File: config.mk
export PLATFORM = sky130hd
export DESIGN_NAME = eee_mmd_regs
export DESIGN_NICKNAME = d
export VERILOG_FILES = /design/src/shared/eee_mmd_pkg.sv /design/src/shared/flag_if.sv /design/src/core/eee_mmd_regs.sv /design/src/core/sticky_flag.sv /design/src/core/fault_counter.sv
export SDC_FILE = /design/constraint.sdc
export NUM_CORES = 1
export LEC_CHECK = 0
export BUFFER_PORTS_ARGS = -buffer_cell sky130_fd_sc_hd__clkbuf_2
export CAP_MARGIN = 20
export CORE_MARGIN = 10
export CORE_UTILIZATION = 62
export DETAILED_ROUTE_END_ITERATION = 12
export PLACE_DENSITY = 0.85
export SLEW_MARGIN = 0
export SYNTH_ARGS = -nofsm -noshare
export SYNTH_HDL_FRONTEND = slang
export SYNTH_SLANG_ARGS = --single-unit
File: constraint.sdc
create_clock -name clock_i -period 3 [get_ports clock_i]
set_input_delay 0.6 -clock clock_i [delete_from_list [all_inputs] [get_ports clock_i]]
set_output_delay 0.6 -clock clock_i [all_outputs]
set_load 0.005 [all_outputs]
File: src/shared/eee_mmd_pkg.sv
// constants for the indirect eee / link status register set
// assumes clause 22 registers 13 and 14 form the only access window
package eee_mmd_pkg;
  // clause 22 window registers
  localparam logic [4:0] CTRL_REG = 5'h0D;
  localparam logic [4:0] DATA_REG = 5'h0E;
  // access function field of the control register
  localparam int FN_MSB = 15;
  localparam int FN_LSB = 14;
  typedef enum logic [1:0] {
    FN_ADDR = 2'b00,
    FN_DATA = 2'b01,
    FN_INC_RW = 2'b10,
    FN_INC_WR = 2'b11
  } mmd_fn_t;
  // device addresses
  localparam logic [4:0] DEV_PMA = 5'h01;
  localparam logic [4:0] DEV_PCS = 5'h03;
  localparam logic [4:0] DEV_AN = 5'h07;
  // register addresses inside a device
  localparam logic [15:0] PMA_STAT1 = 16'h0001;
  localparam logic [15:0] TS_CAP = 16'h0708;
  localparam logic [15:0] TX_MAX = 16'h0709;
  localparam logic [15:0] TX_MIN = 16'h070B;
  localparam logic [15:0] RX_MAX = 16'h070D;
  localparam logic [15:0] RX_MIN = 16'h070F;
  localparam logic [15:0] TS_TOP = 16'h070F;
  localparam logic [15:0] PCS_STAT1 = 16'h0001;
  localparam logic [15:0] EEE_ABIL = 16'h0014;
  localparam logic [15:0] WAKE_CNT = 16'h0016;
  localparam logic [15:0] LOC_ADV = 16'h003C;
  localparam logic [15:0] LP_ADV = 16'h003D;
  // field positions
  localparam int LINK_BIT = 2;
  localparam int TX_SEEN_BIT = 11;
  localparam int RX_SEEN_BIT = 10;
  localparam int TX_NOW_BIT = 9;
  localparam int RX_NOW_BIT = 8;
  localparam int EEE_TX_BIT = 1;
  // reset and fixed values
  localparam logic [15:0] CTRL_RST = 16'h0000;
  localparam logic [15:0] ADDR_RST = 16'h0000;
  localparam logic [15:0] CNT_RST = 16'h0000;
  localparam logic ADV_RST = 1'b0;
  localparam logic LP_RST = 1'b0;
  localparam logic [15:0] ABIL_VAL = 16'h0002;
  localparam int CNT_W = 16;
endpackage : eee_mmd_pkg

File: src/shared/flag_if.sv
// carrier between the register core and its sticky flags / counter
// assumes one instance per flag or counter
`timescale 1ns/1ps
interface flag_if #(parameter int W = 1);
  logic event_hit;
  logic rd_clear;
  logic [W-1:0] value;
  modport owner (input event_hit, input rd_clear, output value);
  modport user (output event_hit, output rd_clear, input value);
endinterface : flag_if

File: src/core/eee_mmd_regs.sv
// indirect eee and link status registers behind clause 22 regs 13/14
// assumes the management front end turns frames into read/write strobes
// How it works
// - host reaches the set only through window registers 13 and 14.
// - each location is a device address plus a register address.
// - time sync registers 1.1800 to 1.1807 read zero while link down.
// - pma link bit 2 is latching low, one means link up.
// - tx lpi seen bit 11 latches high until the register is read.
// - rx lpi seen bit 10 latches high until the register is read.
// - bit 9 shows live tx lpi state at read time.
// - bit 8 shows live rx lpi state at read time.
// - pcs link bit 2 is latching low, one means link up.
// - capability register reads one in bit 1, rest reserved zero.
// - each wake fault bumps the wake error counter, which holds at all ones.
// - sixteen bit counter clears on read and on hard or soft reset.
// - local advert bit 1 read write, resets zero, feeds the next page.
// - partner advert register is read only, writes ignored.
// - on autoneg done, partner advert bit 1 loads partner capability.
`timescale 1ns/1ps
module eee_mmd_regs
  import eee_mmd_pkg::*;
#(
  parameter logic [15:0] TS_CAP_VAL = 16'h0000,
  parameter logic [15:0] TX_MAX_VAL = 16'h0000,
  parameter logic [15:0] TX_MIN_VAL = 16'h0000,
  parameter logic [15:0] RX_MAX_VAL = 16'h0000,
  parameter logic [15:0] RX_MIN_VAL = 16'h0000
) (
  // clock and reset
  input wire logic clock_i,
  input wire logic rst_i,
  // clause 22 register window
  input wire logic [4:0] reg_addr_i,
  input wire logic reg_wr_i,
  input wire logic reg_rd_i,
  input wire logic [15:0] reg_wdata_i,
  output logic [15:0] reg_rdata_o,
  output logic reg_rvalid_o,
  // pma, pcs and autoneg status
  input wire logic pma_link_i,
  input wire logic pcs_link_i,
  input wire logic tx_lpi_i,
  input wire logic rx_lpi_i,
  input wire logic wake_fault_i,
  input wire logic an_done_i,
  input wire logic partner_eee_tx_i,
  input wire logic sw_reset_i,
  // to autoneg next page
  output logic advert_eee_tx_o
);
  import eee_mmd_pkg::*;

  // window state
  mmd_fn_t mmd_fn;
  logic [4:0] mmd_dev;
  logic [15:0] mmd_addr;
  logic lp_adv;
  logic [15:0] next_rdata;

  // access strobes
  logic data_acc;
  logic mmd_rd;
  logic mmd_wr;
  logic rd_pma;
  logic rd_pcs;
  logic rd_cnt;
  logic post_inc;
  logic in_ts;

  // latches and counter
  flag_if #(.W(1)) pma_drop ();
  flag_if #(.W(1)) pcs_drop ();
  flag_if #(.W(1)) tx_seen ();
  flag_if #(.W(1)) rx_seen ();
  flag_if #(.W(CNT_W)) wake_cnt ();

  // true when the window points at device dev, register adr
  function automatic logic hit(input logic [4:0] dev,
                               input logic [15:0] adr);
    hit = (mmd_dev == dev) && (mmd_addr == adr);
  endfunction : hit

  // pma status word with latching low link
  function automatic logic [15:0] pma_word(input logic link,
                                           input logic drop);
    pma_word = '0;
    pma_word[LINK_BIT] = link && !drop;
  endfunction : pma_word

  // decode of window accesses
  assign data_acc = (reg_addr_i == DATA_REG) && (mmd_fn != FN_ADDR);
  assign mmd_rd = reg_rd_i && data_acc;
  assign mmd_wr = reg_wr_i && data_acc;
  assign rd_pma = mmd_rd && hit(DEV_PMA, PMA_STAT1);
  assign rd_pcs = mmd_rd && hit(DEV_PCS, PCS_STAT1);
  assign rd_cnt = mmd_rd && hit(DEV_PCS, WAKE_CNT);
  assign in_ts = (mmd_dev == DEV_PMA) && (mmd_addr >= TS_CAP) &&
                 (mmd_addr <= TS_TOP);

  // address steps after data reads and writes in FN_INC_RW, after data writes only in FN_INC_WR
  always_comb begin
    post_inc = 1'b0;
    unique case (mmd_fn)
      FN_ADDR: post_inc = 1'b0;
      FN_DATA: post_inc = 1'b0;
      FN_INC_RW: post_inc = mmd_rd || mmd_wr;
      FN_INC_WR: post_inc = mmd_wr;
    endcase
  end

  // line events into the sticky flags
  assign pma_drop.event_hit = !pma_link_i;
  assign pma_drop.rd_clear = rd_pma || sw_reset_i;
  assign pcs_drop.event_hit = !pcs_link_i;
  assign pcs_drop.rd_clear = rd_pcs || sw_reset_i;
  assign tx_seen.event_hit = tx_lpi_i;
  assign tx_seen.rd_clear = rd_pcs || sw_reset_i;
  assign rx_seen.event_hit = rx_lpi_i;
  assign rx_seen.rd_clear = rd_pcs || sw_reset_i;
  assign wake_cnt.event_hit = wake_fault_i;
  assign wake_cnt.rd_clear = rd_cnt || sw_reset_i;

  sticky_flag u_pma_drop (
    .clock_i (clock_i),
    .rst_i (rst_i),
    .fl (pma_drop)
  );
  sticky_flag u_pcs_drop (
    .clock_i (clock_i),
    .rst_i (rst_i),
    .fl (pcs_drop)
  );
  sticky_flag u_tx_seen (
    .clock_i (clock_i),
    .rst_i (rst_i),
    .fl (tx_seen)
  );
  sticky_flag u_rx_seen (
    .clock_i (clock_i),
    .rst_i (rst_i),
    .fl (rx_seen)
  );
  fault_counter #(.W(CNT_W)) u_wake_cnt (
    .clock_i (clock_i),
    .rst_i (rst_i),
    .fl (wake_cnt)
  );

  // control register: function and device
  always_ff @(posedge clock_i or posedge rst_i) begin
    if (rst_i) begin
      mmd_fn <= mmd_fn_t'(CTRL_RST[FN_MSB:FN_LSB]);
      mmd_dev <= CTRL_RST[4:0];
    end else if (reg_wr_i && reg_addr_i == CTRL_REG) begin
      mmd_fn <= mmd_fn_t'(reg_wdata_i[FN_MSB:FN_LSB]);
      mmd_dev <= reg_wdata_i[4:0];
    end
  end

  // address register: loaded in address mode, stepped in increment modes
  always_ff @(posedge clock_i or posedge rst_i) begin
    if (rst_i) begin
      mmd_addr <= ADDR_RST;
    end else if (reg_wr_i && reg_addr_i == DATA_REG &&
                 mmd_fn == FN_ADDR) begin
      mmd_addr <= reg_wdata_i;
    end else if (post_inc) begin
      mmd_addr <= mmd_addr + 16'h0001;
    end
  end

  // local advertisement, the only writable bit in the set
  always_ff @(posedge clock_i or posedge rst_i) begin
    if (rst_i) begin
      advert_eee_tx_o <= ADV_RST;
    end else if (mmd_wr && hit(DEV_AN, LOC_ADV)) begin
      advert_eee_tx_o <= reg_wdata_i[EEE_TX_BIT];
    end
  end

  // partner advertisement, loaded only by autoneg completion
  always_ff @(posedge clock_i or posedge rst_i) begin
    if (rst_i) begin
      lp_adv <= LP_RST;
    end else if (an_done_i) begin
      lp_adv <= partner_eee_tx_i;
    end
  end

  // read data selection
  always_comb begin
    next_rdata = '0;
    if (reg_addr_i == CTRL_REG) begin
      next_rdata[FN_MSB:FN_LSB] = mmd_fn;
      next_rdata[4:0] = mmd_dev;
    end else if (reg_addr_i == DATA_REG && mmd_fn == FN_ADDR) begin
      next_rdata = mmd_addr;
    end else if (data_acc) begin
      if (in_ts && !pma_link_i) begin
        next_rdata = '0;
      end else if (hit(DEV_PMA, PMA_STAT1)) begin
        next_rdata = pma_word(pma_link_i, pma_drop.value);
      end else if (hit(DEV_PMA, TS_CAP)) begin
        next_rdata = TS_CAP_VAL;
      end else if (hit(DEV_PMA, TX_MAX)) begin
        next_rdata = TX_MAX_VAL;
      end else if (hit(DEV_PMA, TX_MIN)) begin
        next_rdata = TX_MIN_VAL;
      end else if (hit(DEV_PMA, RX_MAX)) begin
        next_rdata = RX_MAX_VAL;
      end else if (hit(DEV_PMA, RX_MIN)) begin
        next_rdata = RX_MIN_VAL;
      end else if (hit(DEV_PCS, PCS_STAT1)) begin
        next_rdata[TX_SEEN_BIT] = tx_seen.value;
        next_rdata[RX_SEEN_BIT] = rx_seen.value;
        next_rdata[TX_NOW_BIT] = tx_lpi_i;
        next_rdata[RX_NOW_BIT] = rx_lpi_i;
        next_rdata[LINK_BIT] = pcs_link_i && !pcs_drop.value;
      end else if (hit(DEV_PCS, EEE_ABIL)) begin
        next_rdata = ABIL_VAL;
      end else if (hit(DEV_PCS, WAKE_CNT)) begin
        next_rdata = wake_cnt.value;
      end else if (hit(DEV_AN, LOC_ADV)) begin
        next_rdata[EEE_TX_BIT] = advert_eee_tx_o;
      end else if (hit(DEV_AN, LP_ADV)) begin
        next_rdata[EEE_TX_BIT] = lp_adv;
      end
    end
  end

  // read answer, one cycle after the strobe
  always_ff @(posedge clock_i or posedge rst_i) begin
    if (rst_i) begin
      reg_rdata_o <= '0;
      reg_rvalid_o <= 1'b0;
    end else begin
      reg_rvalid_o <= reg_rd_i;
      if (reg_rd_i) begin
        reg_rdata_o <= next_rdata;
      end
    end
  end
endmodule : eee_mmd_regs

File: src/core/sticky_flag.sv
// one sticky flag: set by a line event, cleared by a register read
// assumes clear strobe already includes software reset
`timescale 1ns/1ps
module sticky_flag (
  // clock and reset
  input wire logic clock_i,
  input wire logic rst_i,
  // event and clear
  flag_if.owner fl
);

  // set wins over a read in the same cycle
  always_ff @(posedge clock_i or posedge rst_i) begin
    if (rst_i) begin
      fl.value <= 1'b0;
    end else if (fl.event_hit) begin
      fl.value <= 1'b1;
    end else if (fl.rd_clear) begin
      fl.value <= 1'b0;
    end
  end
endmodule : sticky_flag

File: src/core/fault_counter.sv
// wake fault counter, cleared by read or reset, saturates at all ones
// assumes clear strobe already includes software reset
`timescale 1ns/1ps
module fault_counter #(parameter int W = 16) (
  // clock and reset
  input wire logic clock_i,
  input wire logic rst_i,
  // count and clear
  flag_if.owner fl
);

  // a fault in the clearing cycle is kept as a count of one
  always_ff @(posedge clock_i or posedge rst_i) begin
    if (rst_i) begin
      fl.value <= '0;
    end else if (fl.rd_clear) begin
      fl.value <= {{(W-1){1'b0}}, fl.event_hit};
    end else if (fl.event_hit && !(&fl.value)) begin
      fl.value <= fl.value + 1'b1;
    end
  end
endmodule : fault_counter

After elaboration in Yosys (flattened, before gate mapping)
Cells that the tools add are included.
{ "classes": {"n_mux": 34, "magnitude_cmp": 2, "reduce_logical": 44, "n_eq_ne": 20, "add_sub_neg": 2} }
{ "op_table": {"columns": ["op", "n"], "rows": [
  ["two-way mux 16 bit", 14],
  ["== test 16 x 11 -> 1 bit, second input constant", 5],
  ["adder 16 x 1 -> 16 bit, second input constant", 2],
  ["== test 16 x 5 -> 1 bit, second input constant", 2],
  ["== test 16 x 6 -> 1 bit, second input constant", 2],
  ["logical AND 1 bit", 28],
  ["== test 16 x 1 -> 1 bit, second input constant", 1],
  ["greater-or-equal comparator 16 x 11 -> 1 bit, second input constant", 1],
  ["less-or-equal comparator 16 x 11 -> 1 bit, second input constant", 1],
  ["AND reduction 16 bit", 1],
  ["two-way mux 14 bit", 1],
  ["two-way mux 1 bit", 11],
  ["== test 5 x 4 -> 1 bit, second input constant", 2],
  ["two-way mux 5 bit", 2],
  ["nonzero test 2 bit", 5],
  ["two-way mux 9 bit", 1],
  ["two-way mux 4 bit", 2],
  ["== test 5 x 1 -> 1 bit, second input constant", 1],
  ["== test 5 x 2 -> 1 bit, second input constant", 1],
  ["== test 5 x 3 -> 1 bit, second input constant", 1],
  ["== test 2 bit, second input constant", 2],
  ["zero test 1 bit", 4],
  ["logical OR 1 bit", 4],
  ["two-way mux 2 bit", 2],
  ["other kinds (5)", 6]
]} }
{ "totals": {"regBits": 62, "in_bits": 33, "word_cells": 114, "output_inout_bits": 18} }

Logic depth before layout (Yosys ltp)
{ "logic_depth": {"ltp_word": 17, "depth_mapped": 9} }

Modules after synthesis
Synthesis repeated with hierarchy kept, for this count alone.
{ "unflattened": {"cells_unflattened": 411, "hier_area_um2": 3935.0} }
{ "modules_own_cells": {"columns": ["module", "area_per_inst_um2", "cells_per_inst", "instances"], "rows": [
  ["eee_mmd_regs", 2778.9, 293, 1],
  ["fault_counter", 996.0, 102, 1],
  ["sticky_flag", 40.0, 4, 4]
]} }

Least setup slack after synthesis
OpenSTA, ideal clock, no wires.
{ "synth_timing": {"path_kind": "input-to-reg", "startpoint": "in reg_addr_i[2]", "endpoint": "reg mmd_addr[15]", "slack_ns": 1.028, "arrival_ns": 1.854, "required_ns": 2.881, "path_stages": 8, "setup_ns": 0.119, "cell_sequence": "and3b_1 buf_4 and3_1 buf_2 and2_1 buf_6 a22oi_1 a21bo_1"} }
{ "synth_via": {"elab_chain_cells": 6} }
{ "synth_rtl": {"columns": ["element", "line", "rtl"], "rows": [
  ["from (decl)", "eee_mmd_regs.sv:33", "input wire logic [4:0] reg_addr_i,"],
  ["== test 5 x 4 -> 1 bit (*)", "eee_mmd_regs.sv:91, eee_mmd_regs.sv:164", null],
  ["logical AND 1 bit", "eee_mmd_regs.sv:91", "assign data_acc = (reg_addr_i == DATA_REG) && (mmd_fn != FN_ADDR);"],
  ["logical AND 1 bit (on tied branches)", "eee_mmd_regs.sv:92, eee_mmd_regs.sv:93", null],
  ["logical OR 1 bit", "eee_mmd_regs.sv:106", "FN_INC_RW: post_inc = mmd_rd || mmd_wr;"],
  ["one-hot mux 1 bit (3 select lines)", "eee_mmd_regs.sv:103", "unique case (mmd_fn)"],
  ["nonzero test 2 bit (no line)", null, null],
  ["to (signal assigned)", "eee_mmd_regs.sv:166", "mmd_addr <= reg_wdata_i;"],
  ["to (signal assigned)", "eee_mmd_regs.sv:168", "mmd_addr <= mmd_addr + 16'h0001;"],
  ["to (decl)", "eee_mmd_regs.sv:56", "logic [15:0] mmd_addr;"]
]} }
Every way passes the cells marked *; elsewhere a longest branch is shown, timed or not.
A chain may end at the register's enable or synchronous reset.

Worst setup path in the final report
{ "layout_timing": {"startpoint": "reg mmd_fn[1]", "endpoint": "reg mmd_addr[15]"} }
{ "layout_via": {"elab_chain_cells": 6} }
{ "layout_rtl": {"columns": ["element", "line", "rtl"], "rows": [
  ["from (decl)", "eee_mmd_regs.sv:54", "mmd_fn_t mmd_fn;"],
  ["from (signal assigned)", "eee_mmd_regs.sv:152", "mmd_fn <= mmd_fn_t'(CTRL_RST[FN_MSB:FN_LSB]);"],
  ["from (signal assigned)", "eee_mmd_regs.sv:155", "mmd_fn <= mmd_fn_t'(reg_wdata_i[FN_MSB:FN_LSB]);"],
  ["nonzero test 2 bit", "eee_mmd_regs.sv:91", null],
  ["logical AND 1 bit", "eee_mmd_regs.sv:91", null],
  ["logical AND 1 bit (on tied branches)", "eee_mmd_regs.sv:92, eee_mmd_regs.sv:93", null],
  ["logical OR 1 bit", "eee_mmd_regs.sv:106", null],
  ["one-hot mux 1 bit (3 select lines)", "eee_mmd_regs.sv:103", null],
  ["nonzero test 2 bit (no line)", null, null]
]} }
Parallel ways exist; a longest one is shown, timed or not.

==> flow_summary_export.csv <==
group,metric,value,unit
outcome,outcome,"finished clean",
logic_synthesis,synth_flop_cell,"dfrtp_1",
timing,setup_tns,0,ns
clock_tree,cts_tree,"done",
final_layout,post-route-util,0.7247,
placed_design,gp_congestion,0.8778,
logic_synthesis,seq_area_frac_synth,0.4345,
die,core-area,5540,µm²
placed_design,hpwlAfterDp,7074,µm
clock_tree,clkLatencyLatePin,0.35,ns
drt,wl_per_cell,18.46,µm
logic_synthesis,ys_warn_count,0,
clock_tree,cts_buffer_depth,2,
clock_tree,cts_buffers,9,
timing,fin_worst_hold_slack,0.2231,ns
final_layout,final_common_cell,"dfrtp_1",
logic_synthesis,synth_top_area_cell,"dfrtp_1",
timing,timing.max_slew.rel_slack,0.5521,
logic_synthesis,postSynth.asyncResetShare,1.000,
logic_synthesis,synth_area_per_cell,9.497,µm²
logic_synthesis,syn_nets,414,
logic_synthesis,netlist_top_cells_area,"dfrtp_1, o21ai_0, nand2_1, nor2_1, nand4_1",
global_route,grt_pass1_vias,3163,
final_layout,fin_area,4015,µm²
placed_design,dp_cells,482,
clock_tree,ctsHoldBuffers,0,
final_layout,synthToLayoutAreaGrowth,12.44,%
placed_design,port_buffers,50,
timing,setup_ws,0.8236,ns
power_and_ir_drop,cellLeakagePower,1.719,nW
placed_design,pre_cts_slack,0.5492,ns
drt,drc,0,
die,die_w,95.89,µm
drt,drt-initial-drc-count,296,
die,initial_core_util,0.6445,
timing,maxSlewViolCount,0,
die,die_y,95.89,µm
clock_tree,cts_sinks,62,
drt,detail-route-antenna-nets,0,
logic_synthesis,ys_types,65,
clock_tree,postCtsSetupBuffers,0,
final_layout,final_cell_count_no_fill,498,
drt,wl,9194,µm
timing,rsz0062_at_grt,"false",
drt,dr.pass1.iters,5,
critical_path,worst_setup_path_start_kind,"register",
power_and_ir_drop,power,2.116,mW
final_layout,final_cell_mix,"dfrtp_1, clkbuf_2, nand2_1",
global_route,overflow,0,
timing,min_period_over_period,0.7255,
min_path,worstHoldPathType,"in2async",
logic_synthesis,synth_top_area_frac,0.4345,
critical_path,critPathKind,"reg2reg",
global_route,track_usage,0.2124,
die,fp-row-count,27,
timing,skew,0.006800,ns
drt,vias,3171,
final_layout,fin_nets,459,
final_layout,drive_gt1_frac,0.2394,
drt,routed_via_density,6.367,
global_route,grt_pass1_wl,15280,µm
global_route,antenna_found_initial,0,
timing,hold_violations,0,
timing,finalCriticalPeriod,2.176,ns
power_and_ir_drop,power.density,527.0,nW/µm²
logic_synthesis,netlist_instances,376,
critical_path,crit_required,3.28,ns
clock_tree,root_buffer,"clkbuf_8",
critical_path,cp.arrival,2.46,ns
logic_synthesis,synthesis.area,3571,µm²
timing,fmax,459.5,MHz
timing,tightest_slew,0.6719,ns
clock_tree,cts-resized-gates,0,
critical_path,end_kind,"register",
die,dieArea,9195,µm²
global_route,grt_max_degree,24,
final_layout,n_antenna_cell,0,
logic_synthesis,synth_edf_count,0,
clock_tree,ctsHtreeMaxLevel,3,
timing,final-setup-viol-count,0,
final_layout,fill_cells,441,
power_and_ir_drop,ir_worst_vdd,0.4522,mV
die,num_io_pins,51,
run,max_cap_violations,0,
logic_synthesis,synth-seq-cells,62,
clock_tree,cts.reportedPaths.clkPinSlew,0.07,ns
placed_design,placed_cell_area,3829,µm²
critical_path,critPathMaxFanout,19,
==> state kept, by name (all words and copies together), names as in the netlist <==
signal               cells
u_pma_drop.fl.value      1
mmd_addr                16
advert_eee_tx_o          1
lp_adv                   1
reg_rvalid_o             1
u_rx_seen.fl.value       1
u_pcs_drop.fl.value      1
mmd_fn                   2
mmd_dev                  5
reg_rdata_o             16
u_wake_cnt.fl.value     16
u_tx_seen.fl.value       1
==> routing by layer <==
layer | global-route usage | part of all wire
met5 | 0 | 0
met4 | 0.1130 | 0.029
met3 | 0.05292 | 0.088
met2 | 0.3375 | 0.47
met1 | 0.2613 | 0.41
==> worst max-delay path, cell delays in order, from the launching register on <==
cell     delay, ns
dfrtp_1       0.43
nor2_1        0.30
and3_1        0.36
and2_1        0.61
a22oi_1       0.20
a21bo_1       0.22
==> area by class of cell <==
| type | instances | area (µm²) | area share |
|---|---|---|---|
| inverter | 19 | 71.32 | 0.01776 |
| timing repair buffer | 55 | 287.8 | 0.07167 |
| multi-input combinational | 274 | 1828 | 0.4553 |
| sequential | 62 | 1551 | 0.3864 |
| clock inverter | 3 | 17.52 | 0.004363 |
| clock buffer | 13 | 168.9 | 0.04207 |
| tap | 72 | 90.09 | 0.02244 |
==> power breakdown <==
part / switching, mW / leakage [nW] / internal [mW]
clock network: 0.321 / 0.0954 / 0.365
logic: 0.188 / 0.821 / 0.154
registers: 0.167 / 0.802 / 0.922
total: 0.676 / 1.72 / 1.44
==> Yosys cell counts (3+ instances only) <==
library cell and instances:
a211oi_1 3, nor2_1 30, nand4_1 17, ha_1 5, o311ai_0 3, o21ai_1 4, and2_1 5, nor3_1 12
xor2_1 9, nor2b_1 6, a22oi_1 12, buf_6 3, buf_2 12, dfrtp_1 62, and3_1 4, a21oi_1 11
nand3_1 9, a221oi_1 4, and3b_1 3, o22ai_1 4, clkbuf_1 5, mux2_2 9, nand2_1 33, xnor2_1 9
o21ai_0 26, o21bai_1 4, nor4_1 6, inv_1 19, nor2_2 5
==> cell families after synthesis <==
| logic type | after synthesis | synth area share |
|---|---|---|
| muxes | 9 | 0.02838 |
| DFF | 62 | 0.4345 |
| xor gates and xnor gates | 18 | 0.04415 |
| adders and majority gates | 5 | 0.01752 |
| AOI/OAI and AO/OA | 92 | 0.1780 |
| and+or+nand+nor | 150 | 0.2439 |
| buffers and inverters | 40 | 0.05361 |
==> path summary, 6_finish.rpt <==
kind,slack (ns),endpoint,depth (start not counted),start
setup / recovery,0.82,mmd_addr[15]$_DFFE_PP0P_,5,mmd_fn[1]$_DFFE_PP0P_
hold reg to reg,0.48,u_tx_seen.fl.value$_DFFE_PP0P_,1,u_tx_seen.fl.value$_DFFE_PP0P_
setup reg to reg,0.82,mmd_addr[15]$_DFFE_PP0P_,5,mmd_fn[1]$_DFFE_PP0P_
max in group asynchronous,2.12,mmd_addr[15]$_DFFE_PP0P_,3,rst_i
min in group clock_i,0.44,u_pma_drop.fl.value$_DFFE_PP0P_,2,pma_link_i
hold / removal,0.22,reg_rdata_o[14]$_DFFE_PP0P_,2,rst_i
Power figures use the tool's default switching activity.
